==> config.mk <==
export PLATFORM = sky130hd
export DESIGN_NAME = ulsf_top
export DESIGN_NICKNAME = d
export VERILOG_FILES = /design/src/rtl/ulsf_top.v /design/src/rtl/ulsf_sync.v
export VERILOG_INCLUDE_DIRS = /design/src /design/src/rtl
export SDC_FILE = /design/constraint.sdc
export NUM_CORES = 1
export LEC_CHECK = 0
export ABC_AREA = 1
export BUFFER_PORTS_ARGS = -buffer_cell sky130_fd_sc_hd__buf_2
export CORE_MARGIN = 5
export CORE_UTILIZATION = 45
export CTS_BUF_LIST = sky130_fd_sc_hd__clkbuf_8
export CTS_CLUSTER_DIAMETER = 80
export DETAILED_ROUTE_END_ITERATION = 8
export HOLD_SLACK_MARGIN = 0.05
export PLACE_DENSITY_LB_ADDON = 0.1
export SLEW_MARGIN = 20
export SYNTH_ARGS = -nofsm -noshare
export SYNTH_HDL_FRONTEND = slang
export SYNTH_SLANG_ARGS = --single-unit
==> constraint.sdc <==
create_clock -name CLK_SYS -period 9.7 [get_ports CLK_SYS]
set_input_delay 1.94 -clock CLK_SYS [delete_from_list [all_inputs] [get_ports CLK_SYS]]
set_output_delay 1.94 -clock CLK_SYS [all_outputs]
set_load 0.01 [all_outputs]
==> src/rtl/ulsf_defs.vh <==
// Purpose: constants for the line status flag block
// Assumes: 32-bit apb, one register per aligned word
// Notes:   printed offset 0x5 is not a multiple of four, so it is an index
`ifndef ULSF_DEFS_VH
`define ULSF_DEFS_VH
`define ULSF_IDX_LINE_COND   8'h05
`define ULSF_ADDR_LINE_COND  12'h014
`define ULSF_ADDR_CTRL       12'h020
`define ULSF_ADDR_RXTAG      12'h024
`define ULSF_ADDR_TXSTAT     12'h028
`define ULSF_BIT_DATA_READY  0
`define ULSF_BIT_OVERRUN     1
`define ULSF_BIT_PARITY      2
`define ULSF_BIT_FRAMING     3
`define ULSF_BIT_BREAK       4
`define ULSF_BIT_HOLD_EMPTY  5
`define ULSF_BIT_TX_IDLE     6
`define ULSF_BIT_FIFO_ERR    7
`define ULSF_CTRL_FIFO_MODE  0
`define ULSF_CTRL_RLS_EN     1
`define ULSF_LCR_RESET       8'h60
`define ULSF_FIFO_DEPTH      16
// reset level of the nine synchronised pins; the two tx empty pins idle high
`define ULSF_PIN_RST         9'h003
`endif

==> src/rtl/ulsf_top.v <==
// Purpose: line status flags of one uart channel, read over apb
// Assumes: rx/tx datapath events and occupancy arrive as asynchronous pins
// Notes:   rx fifo error tags are mirrored per slot, indexed by fifo position
//
// Register access over APB was left to the implementer.
`timescale 1ns/1ps
`default_nettype none
`include "ulsf_defs.vh"
// Overview of operation
// - any of bits 1..4 raises the line status interrupt when it is enabled
// - in single holding register mode bit 7 reads zero
// - in fifo mode bit 7 is set while any stored character has an error tag
// - bit 6 high when holding and shift registers are both empty; resets high
// - bit 6 low while holding register or shift register holds a word
// - reading the line status register clears the receive error bits 1..4; bit 7 follows the fifo
module ulsf_top #(
  parameter DEPTH = `ULSF_FIFO_DEPTH,
  parameter AW    = 4
) (
  input  wire        CLK_SYS,
  input  wire        RST,
  input  wire        PSEL,
  input  wire        PENABLE,
  input  wire        PWRITE,
  input  wire [11:0] PADDR,
  input  wire [31:0] PWDATA,
  output reg  [31:0] PRDATA,
  output reg         PREADY,
  output reg         PSLVERR,
  input  wire        RX_PUSH,
  input  wire        RX_POP,
  input  wire [2:0]  RX_TAG_IN,
  input  wire        RX_OVERRUN,
  input  wire        RX_DATA_READY,
  input  wire        TX_HOLD_EMPTY,
  input  wire        TX_SHIFT_EMPTY,
  output reg         RLS_IRQ
);
  // synchronised pin inputs; the tx empty pins idle high, so their stages
  // reset high too, else bit 6 would dip for two cycles after reset
  wire [8:0] s;
  ulsf_sync #(.W(9), .RST_VAL(`ULSF_PIN_RST)) u_sync (
    .clk  (CLK_SYS),
    .rst  (RST),
    .din  ({RX_PUSH, RX_POP, RX_TAG_IN, RX_OVERRUN, RX_DATA_READY,
            TX_HOLD_EMPTY, TX_SHIFT_EMPTY}),
    .dout (s)
  );
  wire       push_lv   = s[8];
  wire       pop_lv    = s[7];
  wire [2:0] tag_in    = s[6:4];
  wire       ovr_lv    = s[3];
  wire       dr_lv     = s[2];
  wire       hold_emp  = s[1];
  wire       shift_emp = s[0];

  // rising-edge detectors; old levels reset to the idle low pin level
  reg        push_old_q;
  reg        pop_old_q;
  reg        ovr_old_q;
  wire       push_ev = push_lv & ~push_old_q;
  wire       pop_ev  = pop_lv & ~pop_old_q;
  wire       ovr_ev  = ovr_lv & ~ovr_old_q;

  // apb decode; two-cycle access phase with one wait state
  wire       acc     = PSEL & PENABLE;
  wire       wr      = acc & PWRITE;
  wire       hit_lcr = (PADDR == `ULSF_ADDR_LINE_COND);
  wire       hit_ctl = (PADDR == `ULSF_ADDR_CTRL);
  wire       hit_tag = (PADDR == `ULSF_ADDR_RXTAG);
  wire       hit_tx  = (PADDR == `ULSF_ADDR_TXSTAT);
  wire       mapped  = hit_lcr | hit_ctl | hit_tag | hit_tx;
  wire       lcr_rd  = acc & ~PWRITE & hit_lcr & ~PREADY;

  reg  [1:0]    ctrl_q;
  wire          fifo_mode = ctrl_q[`ULSF_CTRL_FIFO_MODE];
  reg  [2:0]    tag_q [0:DEPTH-1];
  reg  [DEPTH-1:0] valid_q;
  reg  [AW-1:0] wp_q;
  reg  [AW-1:0] rp_q;
  reg  [2:0]    err_q;    // sticky parity, framing, break of top char
  reg           ovr_q;
  reg           tx_idle_q;
  reg           fifo_err_q;
  wire [7:0]    lcr_val;

  // per-slot error tags, one slot per fifo entry
  // limitation: no overflow guard, a push into a full fifo reuses a slot
  wire [DEPTH-1:0] slot_err;
  genvar g;
  generate
    for (g = 0; g < DEPTH; g = g + 1) begin : g_slot
      // slot number at pointer width, so the pointer compare is matched
      localparam [AW-1:0] SLOT = g;
      assign slot_err[g] = valid_q[g] & (|tag_q[g]);
      always @(posedge CLK_SYS or posedge RST) begin
        if (RST) begin
          tag_q[g]   <= 3'h0;
          valid_q[g] <= 1'b0;
        end else if (push_ev && wp_q == SLOT) begin
          tag_q[g]   <= tag_in;
          valid_q[g] <= 1'b1;
        end else if (pop_ev && rp_q == SLOT) begin
          valid_q[g] <= 1'b0;
        end
      end
    end
  endgenerate

  // top-of-fifo tag shown in fifo mode, last char in holding mode
  wire [AW-1:0] top_idx = fifo_mode ? rp_q : (wp_q - {{(AW-1){1'b0}}, 1'b1});
  wire [2:0]    top_tag = valid_q[top_idx] ? tag_q[top_idx] : 3'h0;
  // the slot array settles one edge after the event, so the tag of the
  // new top character is taken a cycle late; in fifo mode a push behind an
  // occupied top slot leaves the flags alone, so a cleared error stays cleared
  wire          top_move_d = fifo_mode ? (pop_ev | (push_ev & ~valid_q[rp_q]))
                                       : push_ev;
  reg           top_move_q;
  wire [2:0]    new_err = top_move_q ? top_tag : 3'h0;
  // a new error beats a clearing read in the same cycle
  wire [2:0]    err_d   = (lcr_rd ? 3'h0 : err_q) | new_err;
  wire          ovr_d   = ovr_ev | (ovr_q & ~lcr_rd);
  wire          rls_any = |lcr_val[`ULSF_BIT_BREAK:`ULSF_BIT_OVERRUN];
  wire          irq_en  = ctrl_q[`ULSF_CTRL_RLS_EN];

  assign lcr_val[`ULSF_BIT_FIFO_ERR]   = fifo_mode & fifo_err_q;
  assign lcr_val[`ULSF_BIT_TX_IDLE]    = tx_idle_q;
  assign lcr_val[`ULSF_BIT_HOLD_EMPTY] = hold_emp;
  assign lcr_val[`ULSF_BIT_BREAK]      = err_q[2];
  assign lcr_val[`ULSF_BIT_FRAMING]    = err_q[1];
  assign lcr_val[`ULSF_BIT_PARITY]     = err_q[0];
  assign lcr_val[`ULSF_BIT_OVERRUN]    = ovr_q;
  assign lcr_val[`ULSF_BIT_DATA_READY] = dr_lv;

  // read mux; an unmapped address reads zero and answers with an error
  reg  [31:0]   rdata_d;
  always @* begin
    rdata_d = 32'h0;
    case (PADDR)
      `ULSF_ADDR_LINE_COND: begin
        rdata_d = {24'h0, lcr_val};
      end
      `ULSF_ADDR_CTRL: begin
        rdata_d = {30'h0, ctrl_q};
      end
      `ULSF_ADDR_RXTAG: begin
        rdata_d = {29'h0, top_tag};
      end
      `ULSF_ADDR_TXSTAT: begin
        rdata_d = {30'h0, hold_emp, shift_emp};
      end
      default: begin
        rdata_d = 32'h0;
      end
    endcase
  end

  always @(posedge CLK_SYS or posedge RST) begin
    if (RST) begin
      push_old_q <= 1'b0;
      pop_old_q  <= 1'b0;
      ovr_old_q  <= 1'b0;
      wp_q       <= {AW{1'b0}};
      rp_q       <= {AW{1'b0}};
      top_move_q <= 1'b0;
    end else begin
      push_old_q <= push_lv;
      pop_old_q  <= pop_lv;
      ovr_old_q  <= ovr_lv;
      top_move_q <= top_move_d;
      if (push_ev) begin
        wp_q <= wp_q + {{(AW-1){1'b0}}, 1'b1};
      end
      if (pop_ev) begin
        rp_q <= rp_q + {{(AW-1){1'b0}}, 1'b1};
      end
    end
  end

  // bits 6 and 7 lag their synchronised inputs by one edge
  always @(posedge CLK_SYS or posedge RST) begin
    if (RST) begin
      err_q      <= 3'h0;
      ovr_q      <= 1'b0;
      tx_idle_q  <= 1'b1;
      fifo_err_q <= 1'b0;
      RLS_IRQ    <= 1'b0;
    end else begin
      err_q      <= err_d;
      ovr_q      <= ovr_d;
      tx_idle_q  <= hold_emp & shift_emp;
      fifo_err_q <= |slot_err;
      RLS_IRQ    <= irq_en & rls_any;
    end
  end

  // control register; the status register ignores writes
  always @(posedge CLK_SYS or posedge RST) begin
    if (RST) begin
      ctrl_q <= 2'h0;
    end else if (wr && hit_ctl && !PREADY) begin
      ctrl_q <= PWDATA[1:0];
    end
  end

  // one wait state: ready rises the cycle after the access is taken
  always @(posedge CLK_SYS or posedge RST) begin
    if (RST) begin
      PREADY  <= 1'b0;
      PSLVERR <= 1'b0;
      PRDATA  <= 32'h0;
    end else begin
      // writes to the status register are dropped
      PREADY  <= acc & ~PREADY;
      PSLVERR <= acc & ~PREADY & ~mapped;
      if (acc && !PWRITE && !PREADY) begin
        PRDATA <= rdata_d;
      end
    end
  end
endmodule // ulsf_top
`default_nettype wire

==> src/rtl/ulsf_sync.v <==
// Purpose: two flip-flop synchroniser for a bus of pin levels
// Assumes: inputs are asynchronous levels
// Notes:   first stage is read only by the second stage
`timescale 1ns/1ps
`default_nettype none
module ulsf_sync #(
  parameter         W       = 1,
  parameter [W-1:0] RST_VAL = {W{1'b0}}
) (
  input  wire         clk,
  input  wire         rst,
  input  wire [W-1:0] din,
  output reg  [W-1:0] dout
);
  reg [W-1:0] meta_q;
  always @(posedge clk or posedge rst) begin
    if (rst) begin
      meta_q <= RST_VAL;
      dout   <= RST_VAL;
    end else begin
      meta_q <= din;
      dout   <= meta_q;
    end
  end
endmodule // ulsf_sync
`default_nettype wire

Yosys cells after proc, flatten, opt, wreduce, memory -nomap -nowiden. Index checks and enable logic that the tools add are counted.

$add $sub $neg: 3. $lt $le $gt $ge: 3. Eq/ne operators: 34. Mux-type cells: 45. Bitwise operators: 46. Reductions and logical operators: 74.

Operator list (number): equality test 4 bit (second input constant) (16); OR reduction 3 bit (16); equality test 12 x 6 -> 1 bit (second input constant) (3); logical AND 1 bit (36); two-way mux 1 bit (35); equality test 4 x 3 -> 1 bit (second input constant) (8); case mux 8 bit (4 select lines) (1); nonzero test 2 bit (16); bitwise AND 1 bit (31); equality test 4 x 2 -> 1 bit (second input constant) (4); OR reduction 16 bit (1); two-way mux 3 bit (5); binary-select mux 3 bit (select 4 bit) (1); equality test 12 x 5 -> 1 bit (second input constant) (1); less-than comparator 4 x 5 -> 1 bit (second input constant) (2); adder 4 x 1 -> 4 bit (second input constant) (2); binary-select mux 1 bit (select 4 bit) (2); equality test 4 x 1 -> 1 bit (second input constant) (2); zero test 4 bit (2); NOT 1 bit (8); greater-or-equal comparator 5 bit (second input constant) (1); NOT 4 -> 5 bit (1); bitwise OR 1 bit (5); two-way mux 4 bit (1); 4 further kinds (5).

Flip-flop bits (word level): 137. Input port bits: 58. Output and inout bits: 35. Logic and storage cells: 254.

Depth between registers and ports, before layout.
Depth after elaboration: 9. Mapped depth: 15. Gate-level depth less buffers: 15.

Modules after synthesis. A second synthesis with hierarchy kept.

Cell total of the unflattened synthesis: 663. Area total of the unflattened synthesis: 5536.6 um^2.

By module, submodules not included: ulsf_top (times used 1, cells an instance 644, area each 5077.4 um^2, sequential area each 2378.5 um^2); ulsf_sync (times used 1, cells an instance 19, area each 459.2 um^2, sequential area each 455.4 um^2).

Least setup slack after synthesis. No wires, ideal clock.

Path type: input to register. Start point: input PADDR[1]. End point: register ctrl_q[0]. Library setup time: 125 ps. Data arrival time: 2964 ps. Required time: 9575 ps. Setup slack: 6612 ps. Cell stages on the path: 6. Path buffers: 0. Path through: or2_2 -> nor3_1 -> nand3_1 -> nor2_1 -> nand4_1 -> mux2_2.

Longest elaborated chain between the ends: 3.

RTL lines: from (decl) (line ulsf_top.v:25) `input wire [11:0] PADDR,`; equality test 12 x 6 -> 1 bit; logical AND 1 bit (2 in a row) (line ulsf_top.v:201) `end else if (wr && hit_ctl && !PREADY) begin`; to (signal assigned) (line ulsf_top.v:202) `ctrl_q <= PWDATA[1:0];`; to (decl) (line ulsf_top.v:75) `reg [1:0] ctrl_q;`.

Every way passes these cells. A chain may end at the register's enable or synchronous reset.

Final worst setup path.
Start point: input PADDR[1]. End point: register PRDATA[5].

Longest elaborated chain between the ends: 2. Elaborated cells between the ends (all ways): 5. Classes of those cells: 4 x eq/ne; 1 x mux.

RTL lines: equality test 12 x 6 -> 1 bit / equality test 12 x 5 -> 1 bit (equally long branches) (line ulsf_top.v:139) `case (PADDR)`; case mux 8 bit (4 select lines) * (line ulsf_top.v:139); to (signal assigned) (line ulsf_top.v:217) `PRDATA <= rdata_d;`; to (decl) (line ulsf_top.v:27) `output reg [31:0] PRDATA,`.

Every way passes the cells marked *; elsewhere a longest branch is shown, timed or not.

==> flow_summary.rst <==
.. list-table::
   :header-rows: 1

   * - Metric
     - Value
   * - Final wirelength
     - 14.4 mm
   * - Maximum ir drop on the vdd rail
     - 0.000148 V
   * - Post-synthesis register bit count
     - 113
   * - DRC viols
     - 0
   * - Family of cells with the greatest summed delay on the critical path
     - simple AND/OR/NAND/NOR gates
   * - H-tree level count
     - 4
   * - Share of the synthesized netlist area taken by xor and xnor gates
     - 0.00941
   * - Fraction of the mapped netlist area in adder cells
     - 0.0179
   * - Proportion of layout cells with a drive suffix above 1
     - 0.140
   * - Sum of negative setup slack
     - 0 ps
   * - Sink Count
     - 113
   * - Cells traversed along the worst timing path
     - buf_2 > or2_2 > nor2_1 > nand2_1 > nor3_2 > inv_1 > nor2_4 > inv_1 > o21ai_0
   * - Worst Setup Start Kind
     - input pin
   * - Combinational cell fraction of total power
     - 0.388
   * - Vert. Die Dim
     - 121 um
   * - Synthesized-area fraction occupied by and/or/nand/nor cells
     - 0.244
   * - Pin count of the biggest net entering global routing
     - 65
   * - Count of different cell masters after synthesis
     - 37
   * - Internal Dissipation
     - 1.12 mW
   * - Mapped Cells
     - 664
   * - Number of global-route vias before repair
     - 4462
   * - Crit Path Max Fanout
     - 6
   * - Post-Route Utilization
     - 0.509
   * - Site row count
     - 40
   * - Aggregate global routing overflow
     - 0
   * - Number of vias per cell after detailed routing
     - 5.24
   * - Inserted Diodes
     - 0
   * - Number of nets still failing antenna checks after routing
     - 0
   * - Post-placement cell count
     - 853
   * - Clock tree from TritonCTS
     - built
   * - Total core area
     - 12100 um2
   * - Net switching power
     - 0.853 mW
   * - Number of setup violations in the final report
     - 0
   * - Global-route wire length before repair
     - 22.9 mm
   * - Leakage
     - 2.93 nW
   * - HP Class
     - reg2reg
   * - Initial core utilization
     - 0.461
   * - Bufs on Longest Clock Path
     - 2
   * - Clock insertion delay at the later pin of the skew report
     - 450 ps
   * - Number of I/O port buffers
     - 38
   * - Seq pwr share
     - 0.391
   * - Critical Path Max Stage Delay
     - 320 ps
   * - Hold bufs inserted after CTS
     - 0
   * - Endpoint arrival time on the critical path
     - 3330 ps
   * - Pre-Repair DR Iteration Count
     - 5
   * - Detailed router's first-iteration violation count
     - 374
   * - Placed standard-cell area
     - 5780 um2
   * - Synth Area in Compound Gates
     - 0.127
   * - Detailed-placement wirelength estimate
     - 10.1 mm
   * - Full die area
     - 14700 um2
   * - Number of hold violations in the final report
     - 0
   * - Number of buffers inserted to repair setup after CTS
     - 0
   * - Upper clock frequency limit
     - 337 MHz
   * - Final-stage net count
     - 770
   * - Total vias in the final route
     - 4634
   * - Number of buffers created by CTS
     - 17
   * - Initial antenna violation count
     - 0
   * - Total global-route track usage
     - 0.204
   * - Cts repair resizes
     - 0
   * - Unrepaired setup endpoints after global routing
     - false
   * - Most common cell type on the critical path
     - sky130_fd_sc_hd__inv_1
   * - Mapped Avg Cell Area
     - 8.41 um2
   * - Dpl ws
     - 6280 ps
   * - Worst rel slew slack
     - 0.436
   * - Period utilization
     - 0.306
   * - Area added between synthesis and finish
     - 10.5%
   * - Max_cap viols
     - 0
   * - Number of buffers and inverters on the critical path
     - 3
   * - Cell area after synthesis
     - 5580 um2
   * - Cell area power density
     - 320 nW/um2
   * - Root Buffer Master
     - sky130_fd_sc_hd__clkbuf_8
   * - Type of element capturing the critical path
     - flip-flop
   * - Post-Route Hold Slack
     - 348 ps
   * - Yosys warns
     - 0
   * - Crit path time final
     - 2970 ps
   * - Total count of max-transition violations in the final report
     - 0
   * - Switching share of power
     - 0.433
   * - Clock group share of total power
     - 0.221
   * - Actual transition at the worst max-transition pin
     - 842 ps
   * - Layout Skew
     - 10.3 ps
   * - Total I/O pin count
     - 93
   * - Overall power consumption
     - 1.97 mW
   * - Clock input transition at the sequential cells of the worst setup and hold paths
     - 60 ps
   * - Layout Cells excl Fill
     - 884
   * - Result of the run
     - complete, no violations
   * - CP Class
     - in2reg
   * - Post-route cell area
     - 6170 um2
   * - Req. time, crit path
     - 10060 ps
   * - Share of synthesized area occupied by flip-flops and latches
     - 0.508
   * - Crit path setup slack, layout
     - 6730 ps
   * - Portion of netlist area occupied by mux cells
     - 0.00403
   * - Detail-routed net length per standard cell
     - 16.3 um
   * - Final RePlAce weighted congestion
     - 0.885
   * - Slowest stage cell, crit path
     - sky130_fd_sc_hd__or2_2
   * - Dominant combinational cell family by area after synthesis
     - simple AND/OR/NAND/NOR gates
   * - Chip width
     - 121 um
-- worst paths after layout --
kind	from	end	slack, ps	depth (start not counted)
worst max register to register	rp_q[0]	PRDATA[2]	6920	12
worst max-delay path	PADDR[1]	PRDATA[5]	6730	9
worst min-delay path	u_sync.meta_q[6]	u_sync.dout[6]	350	0
worst min register to register	u_sync.meta_q[6]	u_sync.dout[6]	350	0
min in group asynchronous	RST	u_sync.meta_q[8]	1570	2
max in group asynchronous	RST	tag_q[9]	6880	3
-- cells in the final DEF, fill, tap and decap left out --
cell type                    instances
sky130_fd_sc_hd__clkinv_2            6
sky130_fd_sc_hd__ha_1                8
sky130_fd_sc_hd__nor2_1             61
sky130_fd_sc_hd__nand2_1           152
sky130_fd_sc_hd__a32o_1              1
sky130_fd_sc_hd__nor3_2              1
sky130_fd_sc_hd__nand3_2             5
sky130_fd_sc_hd__o22ai_1             4
sky130_fd_sc_hd__o21ai_4             1
sky130_fd_sc_hd__inv_6               1
sky130_fd_sc_hd__conb_1             24
sky130_fd_sc_hd__or2_2               1
sky130_fd_sc_hd__a21oi_4             1
sky130_fd_sc_hd__dfrtp_1           108
sky130_fd_sc_hd__mux2_2              2
sky130_fd_sc_hd__a21oi_1            31
sky130_fd_sc_hd__clkinv_1            1
sky130_fd_sc_hd__nor2_4              1
sky130_fd_sc_hd__inv_4               1
sky130_fd_sc_hd__nand3_1            71
sky130_fd_sc_hd__a31oi_1             4
sky130_fd_sc_hd__nand2_2             5
sky130_fd_sc_hd__xor2_1              6
sky130_fd_sc_hd__inv_2               4
sky130_fd_sc_hd__inv_1              47
sky130_fd_sc_hd__buf_4               1
sky130_fd_sc_hd__a22o_1              1
sky130_fd_sc_hd__dfstp_2             5
sky130_fd_sc_hd__nor4_1              2
sky130_fd_sc_hd__nor2_2              3
sky130_fd_sc_hd__o31ai_1            12
sky130_fd_sc_hd__clkbuf_8           17
sky130_fd_sc_hd__o21ai_2             1
sky130_fd_sc_hd__buf_2              38
sky130_fd_sc_hd__nor3b_1             1
sky130_fd_sc_hd__clkinvlp_4          3
sky130_fd_sc_hd__nand4_1             5
sky130_fd_sc_hd__bufinv_16           3
sky130_fd_sc_hd__o21ai_0            71
sky130_fd_sc_hd__nor3_1              6
-- power by group through the flow --
stage	combinational (mW)	clock (mW)	sequential [mW]
finish	0.765	0.436	0.771
global route	0.856	0.467	0.788
CTS	0.759	0.447	0.766
detailed placement	0.755	0	0.774
global placement	0.738	0	0.770
floorplan	0.619	0	0.709
-- routing by layer --
layer / part of all wire / GRT usage
met4: 0.016 / 0.0777
met2: 0.45 / 0.304
met5: 0 / 0
met1: 0.45 / 0.281
met3: 0.076 / 0.0606
-- sequential cells by signal (all words and copies together), names as in the netlist, 2 cells and up --
register and count:
PRDATA 8, ctrl_q 2, err_q 3, rp_q 4, tag_q 48, u_sync.dout 9, u_sync.meta_q 9, valid_q 16
wp_q 4
-- Yosys cell counts --
library cell               number  area, um2
sky130_fd_sc_hd__nand2_1      152        571
sky130_fd_sc_hd__dfrtp_1      108       2700
sky130_fd_sc_hd__nand3_1       71        355
sky130_fd_sc_hd__o21ai_0       71        355
sky130_fd_sc_hd__nor2_1        61        229
sky130_fd_sc_hd__inv_1         46        173
sky130_fd_sc_hd__a21oi_1       31        155
sky130_fd_sc_hd__buf_4         28        210
sky130_fd_sc_hd__o31ai_1       12       90.1
sky130_fd_sc_hd__ha_1           8        100
sky130_fd_sc_hd__nor3_1         6       30.0
sky130_fd_sc_hd__xor2_1         6       52.6
sky130_fd_sc_hd__buf_2          5       25.0
sky130_fd_sc_hd__dfstp_2        5        131
sky130_fd_sc_hd__nand2_2        5       31.3
sky130_fd_sc_hd__nand3_2        5       50.1
sky130_fd_sc_hd__nand4_1        5       31.3
sky130_fd_sc_hd__a31oi_1        4       25.0
sky130_fd_sc_hd__buf_6          4       45.0
sky130_fd_sc_hd__clkbuf_1       4       15.0
sky130_fd_sc_hd__inv_2          4       15.0
sky130_fd_sc_hd__o22ai_1        4       25.0
sky130_fd_sc_hd__nor2_2         3       18.8
sky130_fd_sc_hd__mux2_2         2       22.5
sky130_fd_sc_hd__nor4_1         2       12.5
sky130_fd_sc_hd__a21oi_4        1       16.3
sky130_fd_sc_hd__a22o_1         1       8.76
sky130_fd_sc_hd__a32o_1         1       10.0
sky130_fd_sc_hd__clkinv_1       1       3.75
sky130_fd_sc_hd__conb_1         1       3.75
sky130_fd_sc_hd__inv_6          1       8.76
sky130_fd_sc_hd__nor2_4         1       11.3
sky130_fd_sc_hd__nor3_2         1       10.0
sky130_fd_sc_hd__nor3b_1        1       7.51
sky130_fd_sc_hd__o21ai_2        1       8.76
sky130_fd_sc_hd__o21ai_4        1       16.3
sky130_fd_sc_hd__or2_2          1       6.26
-- cells by family (layout without fill, tap and decap cells) --
logic type                 after synthesis  count (layout)
DFF                                    113             113
other                                    1              24
adders and majority gates                8               8
and+or+nand+nor                        314             314
buffers and inverters                   93             122
AOI/OAI and AO/OA                      127             127
muxes                                    2               2
xor gates and xnor gates                 6               6
-- layout make-up --
type | instances | area [um2]
multi-input combinational | 481 | 2340
inverter | 52 | 203
tap | 168 | 210
clock buffer | 17 | 234
timing repair buffer | 39 | 198
sequential | 113 | 2830
clock inverter | 14 | 150
fill | 1231 | 5940
No activity file was read; power rests on OpenSTA's default activity.
